`config.mk`:
```
export PLATFORM = sky130hd
export DESIGN_NAME = host_port_irq_timers
export DESIGN_NICKNAME = d
export VERILOG_FILES = /design/src/hw/host_port_irq_timers_pkg.sv /design/src/hw/host_port_irq_timers.sv
export SDC_FILE = /design/constraint.sdc
export NUM_CORES = 1
export LEC_CHECK = 0
export BUFFER_PORTS_ARGS = -buffer_cell sky130_fd_sc_hd__clkbuf_2
export CORE_ASPECT_RATIO = 0.75
export CORE_MARGIN = 5
export CORE_UTILIZATION = 35
export CTS_CLUSTER_SIZE = 25
export DETAILED_ROUTE_END_ITERATION = 16
export GPL_TIMING_DRIVEN = 0
export SYNTH_ARGS = -nofsm -noshare
export SYNTH_HDL_FRONTEND = slang
export SYNTH_SLANG_ARGS = --single-unit
```
`constraint.sdc`:
```
create_clock -name i_clk -period 3 [get_ports i_clk]
set_input_delay 0.6 -clock i_clk [delete_from_list [all_inputs] [get_ports i_clk]]
set_output_delay 0.6 -clock i_clk [all_outputs]
set_load 0.03 [all_outputs]
```
`src/hw/host_port_irq_timers_pkg.sv`:
```
// Notes on behaviour
// - Register address is captured when the address latch strobe falls.
// - Read data is driven once chip select and read or data strobe are low.
// - Read ends when chip select or strobe rises; bus is then released.
// - Write data is captured on the rising edge of write or data strobe.
// - Twelve sources share one active-low interrupt request output.
// - Each source is enabled by its bit in mask registers 0x02 and 0x03.
// - Cause registers 0x04 and 0x05 report which sources interrupted.
// - Timer status sets only on the transition of its counter to zero.
// - Alarm status cannot be cleared while its alarm condition persists.
// - Interrupt output only pulls low or floats, open drain.
// - Reset sets mode bit 0 of register 0x00, inactive state.
// - Eight down counters with zero detect, loaded from 16-bit interval pairs.
// - Writing one to a restart bit at 0x0C reloads that timer.
// - A timer counts only while its enable bit at 0x0D is one.
// - Continuous bit at 0x0E reloads the interval after reaching zero.
// - Each time-out produces exactly one edge-triggered interrupt event.
// - Four startup timers share one divide-by-1024 prescaler of the symbol clock.
// - Snr, meter and general timers decrement once per symbol period.
// - Snr timer times the low-snr meter; meter timer times all others.
// - Straps select strobe style and multiplexed or separate address bus.
// - Active-low ready output signals when a transfer can complete.
package host_port_irq_timers_pkg;
    localparam logic [7:0]  ADDR_GLOBAL_MODE   = 8'h00;
    localparam logic [7:0]  ADDR_IRQ_EN_LOW    = 8'h02;
    localparam logic [7:0]  ADDR_IRQ_EN_HIGH   = 8'h03;
    localparam logic [7:0]  ADDR_CD_CAUSE      = 8'h04;
    localparam logic [7:0]  ADDR_ALARM_CAUSE   = 8'h05;
    localparam logic [7:0]  ADDR_CD_RELOAD     = 8'h0C;
    localparam logic [7:0]  ADDR_CD_RUN        = 8'h0D;
    localparam logic [7:0]  ADDR_CD_AUTO       = 8'h0E;
    // interval pairs: timer k low byte at base+2k, high byte at base+2k+1
    localparam logic [7:0]  ADDR_INTERVAL_BASE = 8'h10;
    localparam int          MODE_BIT           = 0;
    localparam logic        MODE_RESET         = 1'b1;
    localparam int          NUM_TIMERS         = 8;
    localparam int          NUM_STARTUP        = 4;
    localparam int          NUM_ALARMS         = 4;
    localparam int          PRESCALE_DIV       = 1024;
    localparam logic [7:0]  BYTE_ZERO          = 8'h00;
endpackage : host_port_irq_timers_pkg

```
`src/hw/host_port_irq_timers.sv`:
```
`timescale 1ns/10ps
`default_nettype none
module host_port_irq_timers
    import host_port_irq_timers_pkg::*;
#(
    parameter int PRESCALE = PRESCALE_DIV
)
(
    // clock and reset
    input  wire logic       i_clk,
    input  wire logic       i_arst_n,
    // straps
    input  wire logic       i_bus_style_strap,
    input  wire logic       i_bus_multiplex_strap,
    // host bus
    input  wire logic       i_ale,
    input  wire logic       i_cs_n,
    input  wire logic       i_rd_n,
    input  wire logic       i_wr_n,
    input  wire logic       i_data_strobe_n,
    input  wire logic       i_rw_n,
    input  wire logic [7:0] i_addr,
    input  wire logic [7:0] i_ad,
    output logic      [7:0] o_ad,
    output logic            o_ad_oe,
    output logic            o_ready_n,
    // interrupt request, open drain
    output logic            o_irq_n,
    output logic            o_irq_oe,
    // symbol clock enable and alarm conditions
    input  wire logic       i_symbol_tick,
    input  wire logic [3:0] i_alarm,
    // timer expiry strobes for the meters, and the inactive mode bit
    output logic            o_snr_interval,
    output logic            o_meter_interval,
    output logic            o_mode_inactive
);
    localparam int PW = $clog2(PRESCALE);

    typedef struct packed {
        logic [1:0]                  rst_sync;
        logic                        ale_d;
        logic                        rd_act_d;
        logic                        wr_act_d;
        logic [7:0]                  addr;
        logic [7:0]                  wdata;
        logic [7:0]                  mode_reg;
        logic [7:0]                  en_low;
        logic [7:0]                  en_high;
        logic [7:0]                  cd_cause;
        logic [7:0]                  alarm_cause;
        logic [7:0]                  cd_run;
        logic [7:0]                  cd_auto;
        logic [NUM_TIMERS-1:0][15:0] interval;
        logic [NUM_TIMERS-1:0][15:0] count;
        logic [NUM_TIMERS-1:0]       expired;
        logic [PW-1:0]               prescale;
        logic [7:0]                  rdata;
        logic                        ad_oe;
        logic                        irq_oe;
        logic                        snr_iv;
        logic                        meter_iv;
        logic                        ready_n;
        logic                        irq_level;
    } state_s;

    state_s st_ff;
    state_s nxt_st;

    // interval bytes live in one 16-byte window, decoded for reads and writes alike
    function automatic logic in_interval_window(input logic [7:0] a);
        return (a >= ADDR_INTERVAL_BASE) && (a < ADDR_INTERVAL_BASE + 8'h10);
    endfunction : in_interval_window

    // one strobe decode for both directions; the style strap picks the pins that count
    function automatic logic bus_active(
        input logic style,
        input logic cs_n,
        input logic plain_n,
        input logic ds_n,
        input logic rw_match
    );
        logic act;
        act = 1'b0;
        if (!cs_n)
        begin
            act = style ? (!ds_n && rw_match) : !plain_n;
        end
        return act;
    endfunction : bus_active

    // only the step from one to zero is a time-out; a counter already at zero
    // is holding, and must not report again
    function automatic logic timer_due(input logic [15:0] c);
        return c == 16'h0001;
    endfunction : timer_due

    function automatic logic [7:0] read_mux(input state_s s, input logic [7:0] a);
        logic [7:0] v;
        v = BYTE_ZERO;
        case (a)
            ADDR_GLOBAL_MODE:
            begin
                v = s.mode_reg;
            end
            ADDR_IRQ_EN_LOW:
            begin
                v = s.en_low;
            end
            ADDR_IRQ_EN_HIGH:
            begin
                v = {4'h0, s.en_high[3:0]};
            end
            ADDR_CD_CAUSE:
            begin
                v = s.cd_cause;
            end
            ADDR_ALARM_CAUSE:
            begin
                v = {4'h0, s.alarm_cause[3:0]};
            end
            ADDR_CD_RUN:
            begin
                v = s.cd_run;
            end
            ADDR_CD_AUTO:
            begin
                v = s.cd_auto;
            end
            default:
            begin
                // unassigned addresses read zero, host is told not to rely on it
                if (in_interval_window(a))
                begin
                    v = a[0] ? s.interval[a[3:1]][15:8] : s.interval[a[3:1]][7:0];
                end
            end
        endcase
        return v;
    endfunction : read_mux

    logic       rst_n;
    logic       style_hi;
    logic       rd_act;
    logic       wr_act;
    logic [7:0] lat_addr;

    assign rst_n    = st_ff.rst_sync[1];
    assign style_hi = i_bus_style_strap;
    // strap selects strobe style; direction line qualifies the data strobe
    assign rd_act = bus_active(style_hi, i_cs_n, i_rd_n, i_data_strobe_n, i_rw_n);
    assign wr_act = bus_active(style_hi, i_cs_n, i_wr_n, i_data_strobe_n, !i_rw_n);
    assign lat_addr = i_bus_multiplex_strap ? i_ad : i_addr;

    always_comb
    begin
        logic       tick_pre;
        logic       tick;
        logic [7:0] fire;
        logic       wstrobe;
        logic       cd_pending;
        logic       alarm_pending;
        nxt_st       = st_ff;
        tick_pre     = 1'b0;
        tick         = 1'b0;
        fire         = BYTE_ZERO;
        wstrobe      = 1'b0;
        cd_pending   = 1'b0;
        alarm_pending = 1'b0;
        nxt_st.rst_sync = {st_ff.rst_sync[0], 1'b1};
        nxt_st.ale_d    = i_ale;
        nxt_st.rd_act_d = rd_act;
        nxt_st.wr_act_d = wr_act;
        nxt_st.snr_iv   = 1'b0;
        nxt_st.meter_iv = 1'b0;

        if (st_ff.ale_d && !i_ale)
        begin
            nxt_st.addr = lat_addr;
        end
        if (wr_act)
        begin
            nxt_st.wdata = i_ad;
        end
        // a write acts as the strobe rises, with the byte seen in its last active cycle
        wstrobe = st_ff.wr_act_d && !wr_act;

        // drive while strobe active, release on its rise
        nxt_st.ad_oe = rd_act;
        // busy for the one cycle in which the read byte is fetched
        nxt_st.ready_n = rd_act && !st_ff.rd_act_d;
        if (rd_act && !st_ff.rd_act_d)
        begin
            nxt_st.rdata = read_mux(st_ff, st_ff.addr);
        end

        // startup timers trade resolution for span: they step once per prescaler wrap
        // shared prescaler, the rest run at symbol rate
        if (i_symbol_tick)
        begin
            tick = 1'b1;
            if (st_ff.prescale == PW'(PRESCALE - 1))
            begin
                nxt_st.prescale = '0;
                tick_pre = 1'b1;
            end
            else
            begin
                nxt_st.prescale = st_ff.prescale + 1'b1;
            end
        end

        for (int k = 0; k < NUM_TIMERS; k++)
        begin
            logic step;
            step = (k < NUM_STARTUP) ? tick_pre : tick;
            if (st_ff.cd_run[k] && step && !st_ff.expired[k])
            begin
                if (timer_due(st_ff.count[k]))
                begin
                    fire[k] = 1'b1;
                    if (st_ff.cd_auto[k])
                    begin
                        nxt_st.count[k] = st_ff.interval[k];
                    end
                    else
                    begin
                        nxt_st.count[k]   = 16'h0000;
                        nxt_st.expired[k] = 1'b1;
                    end
                end
                else if (st_ff.count[k] != 16'h0000)
                begin
                    nxt_st.count[k] = st_ff.count[k] - 16'h0001;
                end
            end
        end
        nxt_st.meter_iv = fire[4];
        nxt_st.snr_iv   = fire[5];

        if (wstrobe)
        begin
            case (st_ff.addr)
                ADDR_GLOBAL_MODE:
                begin
                    nxt_st.mode_reg = st_ff.wdata;
                end
                ADDR_IRQ_EN_LOW:
                begin
                    nxt_st.en_low = st_ff.wdata;
                end
                ADDR_IRQ_EN_HIGH:
                begin
                    nxt_st.en_high = st_ff.wdata;
                end
                ADDR_CD_CAUSE:
                begin
                    nxt_st.cd_cause = st_ff.cd_cause & st_ff.wdata;
                end
                ADDR_ALARM_CAUSE:
                begin
                    nxt_st.alarm_cause = st_ff.alarm_cause & st_ff.wdata;
                end
                ADDR_CD_RUN:
                begin
                    nxt_st.cd_run = st_ff.wdata;
                end
                ADDR_CD_AUTO:
                begin
                    nxt_st.cd_auto = st_ff.wdata;
                end
                ADDR_CD_RELOAD:
                begin
                    for (int k = 0; k < NUM_TIMERS; k++)
                    begin
                        if (st_ff.wdata[k])
                        begin
                            nxt_st.count[k]   = st_ff.interval[k];
                            nxt_st.expired[k] = 1'b0;
                        end
                    end
                end
                default:
                begin
                    if (in_interval_window(st_ff.addr))
                    begin
                        if (st_ff.addr[0])
                        begin
                            nxt_st.interval[st_ff.addr[3:1]][15:8] = st_ff.wdata;
                        end
                        else
                        begin
                            nxt_st.interval[st_ff.addr[3:1]][7:0] = st_ff.wdata;
                        end
                    end
                end
            endcase
        end

        // sets win over a clear in the same cycle
        nxt_st.cd_cause = nxt_st.cd_cause | fire;
        nxt_st.alarm_cause[3:0] = nxt_st.alarm_cause[3:0] | i_alarm;

        // the mask gates only the request; cause bits still record masked events
        cd_pending    = |(nxt_st.cd_cause & nxt_st.en_low);
        alarm_pending = |(nxt_st.alarm_cause[3:0] & nxt_st.en_high[3:0]);
        // open drain: enable only to pull low
        nxt_st.irq_oe = cd_pending || alarm_pending;
    end

    always_ff @(posedge i_clk or negedge i_arst_n)
    begin
        if (!i_arst_n)
        begin
            // everything but the mode bit is cleared too, so no register starts unknown
            st_ff <= '0;
            st_ff.mode_reg[MODE_BIT] <= MODE_RESET;
            st_ff.ale_d <= 1'b0;
        end
        else if (!rst_n)
        begin
            st_ff          <= '0;
            st_ff.rst_sync <= nxt_st.rst_sync;
            st_ff.mode_reg[MODE_BIT] <= MODE_RESET;
        end
        else
        begin
            st_ff <= nxt_st;
        end
    end

    assign o_ad             = st_ff.rdata;
    assign o_ad_oe          = st_ff.ad_oe;
    assign o_ready_n        = st_ff.ready_n;
    // open drain: the pin level is a flop held low, only the enable moves
    assign o_irq_n          = st_ff.irq_level;
    assign o_irq_oe         = st_ff.irq_oe;
    assign o_snr_interval   = st_ff.snr_iv;
    assign o_meter_interval = st_ff.meter_iv;
    assign o_mode_inactive  = st_ff.mode_reg[MODE_BIT];
endmodule : host_port_irq_timers
`default_nettype wire

```
# After elaboration in Yosys (flattened, before gate mapping)
# Cells that the tools add are included.
# totals
mem_bits_ro	0
latchBits	0
ramBits	0
reg_bits	360
inputBits	31
n_memories	0
output_inout_bits	15
# op_classes
n_div	0
n_addsub	9
n_shift	0
order_cmp	4
n_bitwise	6
n_eq_ne	27
mux	125
mul	0
n_reduce_logical	56
# ops
operator	count
$mux 16	42
$mux 128	3
$mux 363	1
$mux 320	1
$bwmux 128	2
$mux 136	1
$eq 16x1->1 const B	8
$reduce_bool 16->1	8
$sub 16x1->16 const B	8
$mux 8	14
$demux 16 s3	2
$pmux 8 s7	1
$mux 1	55
$bmux 16 s3	1
$and 8x8->8	3
$eq 8x4->1 const B	3
$logic_and 1x1->1	23
$mux 10	2
$ne 2x1->1 const B	9
$eq 8x2->1 const B	2
$eq 8x3->1 const B	2
$reduce_or 8->1	2
$logic_not 1->1	15
$add 10x1->10 const B	1
14 further kinds	18

# Logic depth before layout (Yosys ltp)
# depth
ltp_word	14
ltp_mapped	10
depth_no_buf	9

# Least setup slack after synthesis
# Ideal clock, no wire load.
# synth_path
path_kind	in2reg
from	in i_data_strobe_n
to	reg st_ff (netlist bit o_irq_oe)
t_arrival_ns	2.565
path_slack_ns	0.311
path_buffers	1
stages	8
path_cell_list	nor4b_1 > or3b_2 > clkbuf_1 > nor3_2 > o22ai_1 > a21oi_1 > or4_1 > o31a_1
# synth_between
elab_chain_len	12
word_cells_on_any_way	15
cone_classes	mux (4); bitwise (4); reduce/logical (7)
# synth_rtl
element	line	text
from (decl)	host_port_irq_timers.sv:20	input wire logic i_data_strobe_n,
$logic_not 1->1 (*)	host_port_irq_timers.sv:87	act = style ? (!ds_n && rw_match) : !plain_n;
$logic_and 1x1->1 (*)	host_port_irq_timers.sv:87	
$mux 1 (*)	host_port_irq_timers.sv:87	
$mux 1 (*)	host_port_irq_timers.sv:85	if (!cs_n)
$logic_not 1->1 (*)	host_port_irq_timers.sv:186	wstrobe = st_ff.wr_act_d && !wr_act;
$logic_and 1x1->1 (*)	host_port_irq_timers.sv:186	
$mux 320 (*)	host_port_irq_timers.sv:241	if (wstrobe)
$or 8x8->8 / $or 4x4->4 (equally long branches)	host_port_irq_timers.sv:301, host_port_irq_timers.sv:302	
$and 8x8->8 / $and 4x4->4 (equally long branches)	host_port_irq_timers.sv:305, host_port_irq_timers.sv:306	
$reduce_or 8->1 / $reduce_or 4->1 (equally long branches)	host_port_irq_timers.sv:305, host_port_irq_timers.sv:306	
$logic_or 1x1->1 (*)	host_port_irq_timers.sv:308	nxt_st.irq_oe = cd_pending || alarm_pending;
$mux 363 (*)	host_port_irq_timers.sv:320	else if (!rst_n)
to (signal assigned)	host_port_irq_timers.sv:328	st_ff <= nxt_st;
to (decl)	host_port_irq_timers.sv:67	state_s st_ff;
# Every way passes the cells marked *; elsewhere a longest branch is shown, timed or not. The select of a mux whose other input is x is not followed.
# A chain may end at the register's enable or synchronous reset.

# Final worst setup path
# layout_path
from	reg st_ff (netlist bit rst_n)
to	reg st_ff[137] (netlist bit)
# layout_between
elab_chain_len	1
# layout_rtl
element	line
$mux 363	host_port_irq_timers.sv:320
# Every way passes these cells.

==> results.cfg <==
[outcome]
status = complete, but fails checks
violations = setup timing

[floorplanning]
ios = 46
dieWidth_um = 290
core_um2 = 58600
rows = 77
start_util_pct = 35.2
dieArea_um2 = 63900
fp.dieH_um = 220

[drt]
antenna_left = 0
remaining_drc_errors = 0
viasPerCell = 6.41
dr.pass1.iters = 6
wl_per_cell_um = 26.9
drt_iter0_drc = 3039
vias = 21343
wirelength_mm = 89.5

[synthesis]
ys_async_sr_fraction_pct = 100
ys.flop_type = dfrtp_1
synth_area_um2 = 20600
ys_seq_area_share_pct = 43.1
synth_nets = 2448
ys_ff_latch = 355
synth_warnings = 0
ys_types = 87
avgSynthCellArea_um2 = 8.59
synth_edf_count = 0
synthCells = 2400

[critical_path]
crit_top_cell = clkbuf_1
cp.required_ns = 3.37
crit_slowest_cell = clkbuf_1
timing.rr.end = st_ff[137]
criticalPathCategory = reg2reg
path_max_fanout = 10
r2r_slack_ns = -0.06
path_delay_family = buffers and inverters
path_cells = inv_1 > clkbuf_1 > clkbuf_1 > nor2_1
end_kind = register
cp-start-kind = register
crit_buf_inv = 3
cp.arrival_ns = 3.43
r2r_start = rst_n
slowest_delay_ns = 0.95
r2r_cells = 4

[clocking]
clk_latency_ns = 0.58
hold_buffers = 0
root_buffer = clkbuf_16
cts_tree = done
cts_max_path_buffers = 3
clock-sinks = 355
cts.reportedPaths.clkPinSlew_ns = 0.06
cts_made_buffers = 40
htree_levels = 2

[sta]
rsz0062_at_grt = yes
setup_viol = 16
slew_headroom_pct = 20.4
fmax_ghz = 0.327
period_minus_slack_ns = 3.06
worst_pin_slew_ns = 1.19
hold_slack_ns = 0.131
setup_ws_ns = -0.0561
slew_violations = 0
fin_skew_ns = 0.0464
period_share_pct = 102
hold_viol = 0

[global_route]
grtUsageTotal_pct = 26.8
grt_max_degree = 102
grt_pass1_wl_mm = 131
antenna_found_initial = 4
grt_overflow = 0
grt_pass1_vias = 19589

[cells_and_area]
drive_above_1_share_pct = 14.2
final_nets = 2555
layout.cells.non_filler = 3328
final_area_um2 = 24000
area_growth_pct = 16.4

[placed_design]
hpwlAfterDp_mm = 66.0
place_area_um2 = 21900
io_buffer_count = 43
gp_congestion = 1.03
dp.cells = 3237

[run]
drv_cap = 0

[power_and_ir_drop]
p_per_area_nw_per_um2 = 451
leakage_nw = 9.98
ir_worst_vdd_v = 0.000377

[worst_hold_path]
hp-class = in2async
==> cells in the mapped netlist (27+ instances only) <==
master | count | area share [%]
a211oi_1 | 32 | 1.2
a21oi_1 | 224 | 5.4
a22o_1 | 62 | 2.6
a31oi_1 | 41 | 1.2
clkbuf_1 | 117 | 2.1
dfrtp_1 | 354 | 43
inv_1 | 52 | 0.95
mux2_2 | 38 | 2.1
mux2i_1 | 28 | 1.4
nand2_1 | 311 | 5.7
nand3_1 | 83 | 2.0
nor2_1 | 196 | 3.6
nor3_1 | 75 | 1.8
nor4_1 | 29 | 0.88
o21ai_0 | 243 | 5.9
o22ai_1 | 48 | 1.5
or3_1 | 27 | 0.82
==> worst register-to-register path, cell delays in order (launching register included) <==
cell      delay, ns
dfrtp_1        0.44
inv_1          0.44
clkbuf_1       0.90
clkbuf_1       0.96
nor2_1         0.12
==> metal layers <==
layer	share of wire, %	track usage (%)	wire, um	vias to the layer above
li1	-	-	-	9145
met1	43	39.4	38700	10596
met2	39	37.4	35200	1386
met3	14	9.03	12300	212
met4	3.7	8.22	3270	4
met5	0.027	0	24	-
==> through the flow <==
stage	utilization (%)	setup TNS [ns]	worst slack [ns]	power (mW)
2_1_floorplan	-	0	0.311	5.22
3_3_place_gp	37.2	-2582.37	-6.74	5.58
3_5_place_dp	37.4	-209.82	-1.07	5.60
4_1_cts	40.4	0	0.000612	10.8
5_1_grt	40.9	-2.41	-0.113	11.1
6_report	40.9	-0.414	-0.0561	10.8
==> power breakdown <==
group	total [mW]	switching, mW	internal [mW]
Clock	5.26	2.17	3.08
Combinational	0.716	0.558	0.158
Sequential	4.85	0.0357	4.82
==> cell families after synthesis <==
group	after synthesis	share of synthesized area (%)
buffers and inverters	197	3.85
other	2	0.0364
multiplexers	78	4.75
AO/OA/AOI/OAI	839	25.5
flip-flops	355	43.1
AND/OR/NAND/NOR	895	21.0
adder cells (fa/ha/maj)	17	1.03
XOR/XNOR	17	0.723
==> state kept, by name, indices dropped and copies added, names as in the netlist <==
register / count
rst_n: 1
o_mode_inactive: 1
o_ad: 8
o_ready_n: 1
o_meter_interval: 1
o_ad_oe: 1
o_snr_interval: 1
o_irq_oe: 1
nxt_st: 1
st_ff: 339
==> placed cells by master (no fill, tap or decap), types with 38 or more instances in the layout <==
| master | n |
|---|---|
| o22ai_1 | 48 |
| dfrtp_1 | 352 |
| inv_1 | 52 |
| nand3_1 | 81 |
| a22o_1 | 62 |
| clkbuf_1 | 85 |
| clkbuf_2 | 66 |
| nand2_1 | 292 |
| o21ai_0 | 235 |
| nor3_1 | 59 |
| clkbuf_16 | 42 |
| mux2_2 | 38 |
| nor2_1 | 189 |
| a21oi_1 | 223 |
| a31oi_1 | 41 |
==> repair_timing <==
| action | in CTS | in global routing |
|---|---|---|
| pin swaps | 7 | 8 |
| cloned | 0 | 0 |
| resized for setup | 77 | 76 |
| setup buffers | 15 | 11 |
| endpoints found under the setup margin | 287 | 157 |
==> cell type report <==
| type | count | area (um^2) |
|---|---|---|
| timing repair buffer | 74 | 556 |
| multi-input combinational | 1848 | 11300 |
| tap | 790 | 988 |
| inverter | 53 | 199 |
| antenna | 1 | 2.50 |
| buffer | 135 | 638 |
| clock inverter | 17 | 211 |
| sequential | 355 | 8890 |
| fill | 5918 | 34600 |
| clock buffer | 55 | 1170 |
==> how the worst max path moves through the flow <==
| stage | from | end | slack, ns | cells past startpoint |
|---|---|---|---|---|
| after floorplan | i_data_strobe_n | o_irq_oe | 0.31 | 8 |
| after global placement | i_arst_n | st_ff[157] | -6.74 | 1 |
| after detailed placement | st_ff[353] | st_ff[105] | -1.07 | 9 |
| after CTS | st_ff[353] | o_irq_oe | 0.0006 | 10 |
| after global routing | rst_n | st_ff[262] | -0.11 | 7 |
| final | rst_n | st_ff[137] | -0.06 | 4 |
Note: power is estimated with default switching activity, not from simulation.
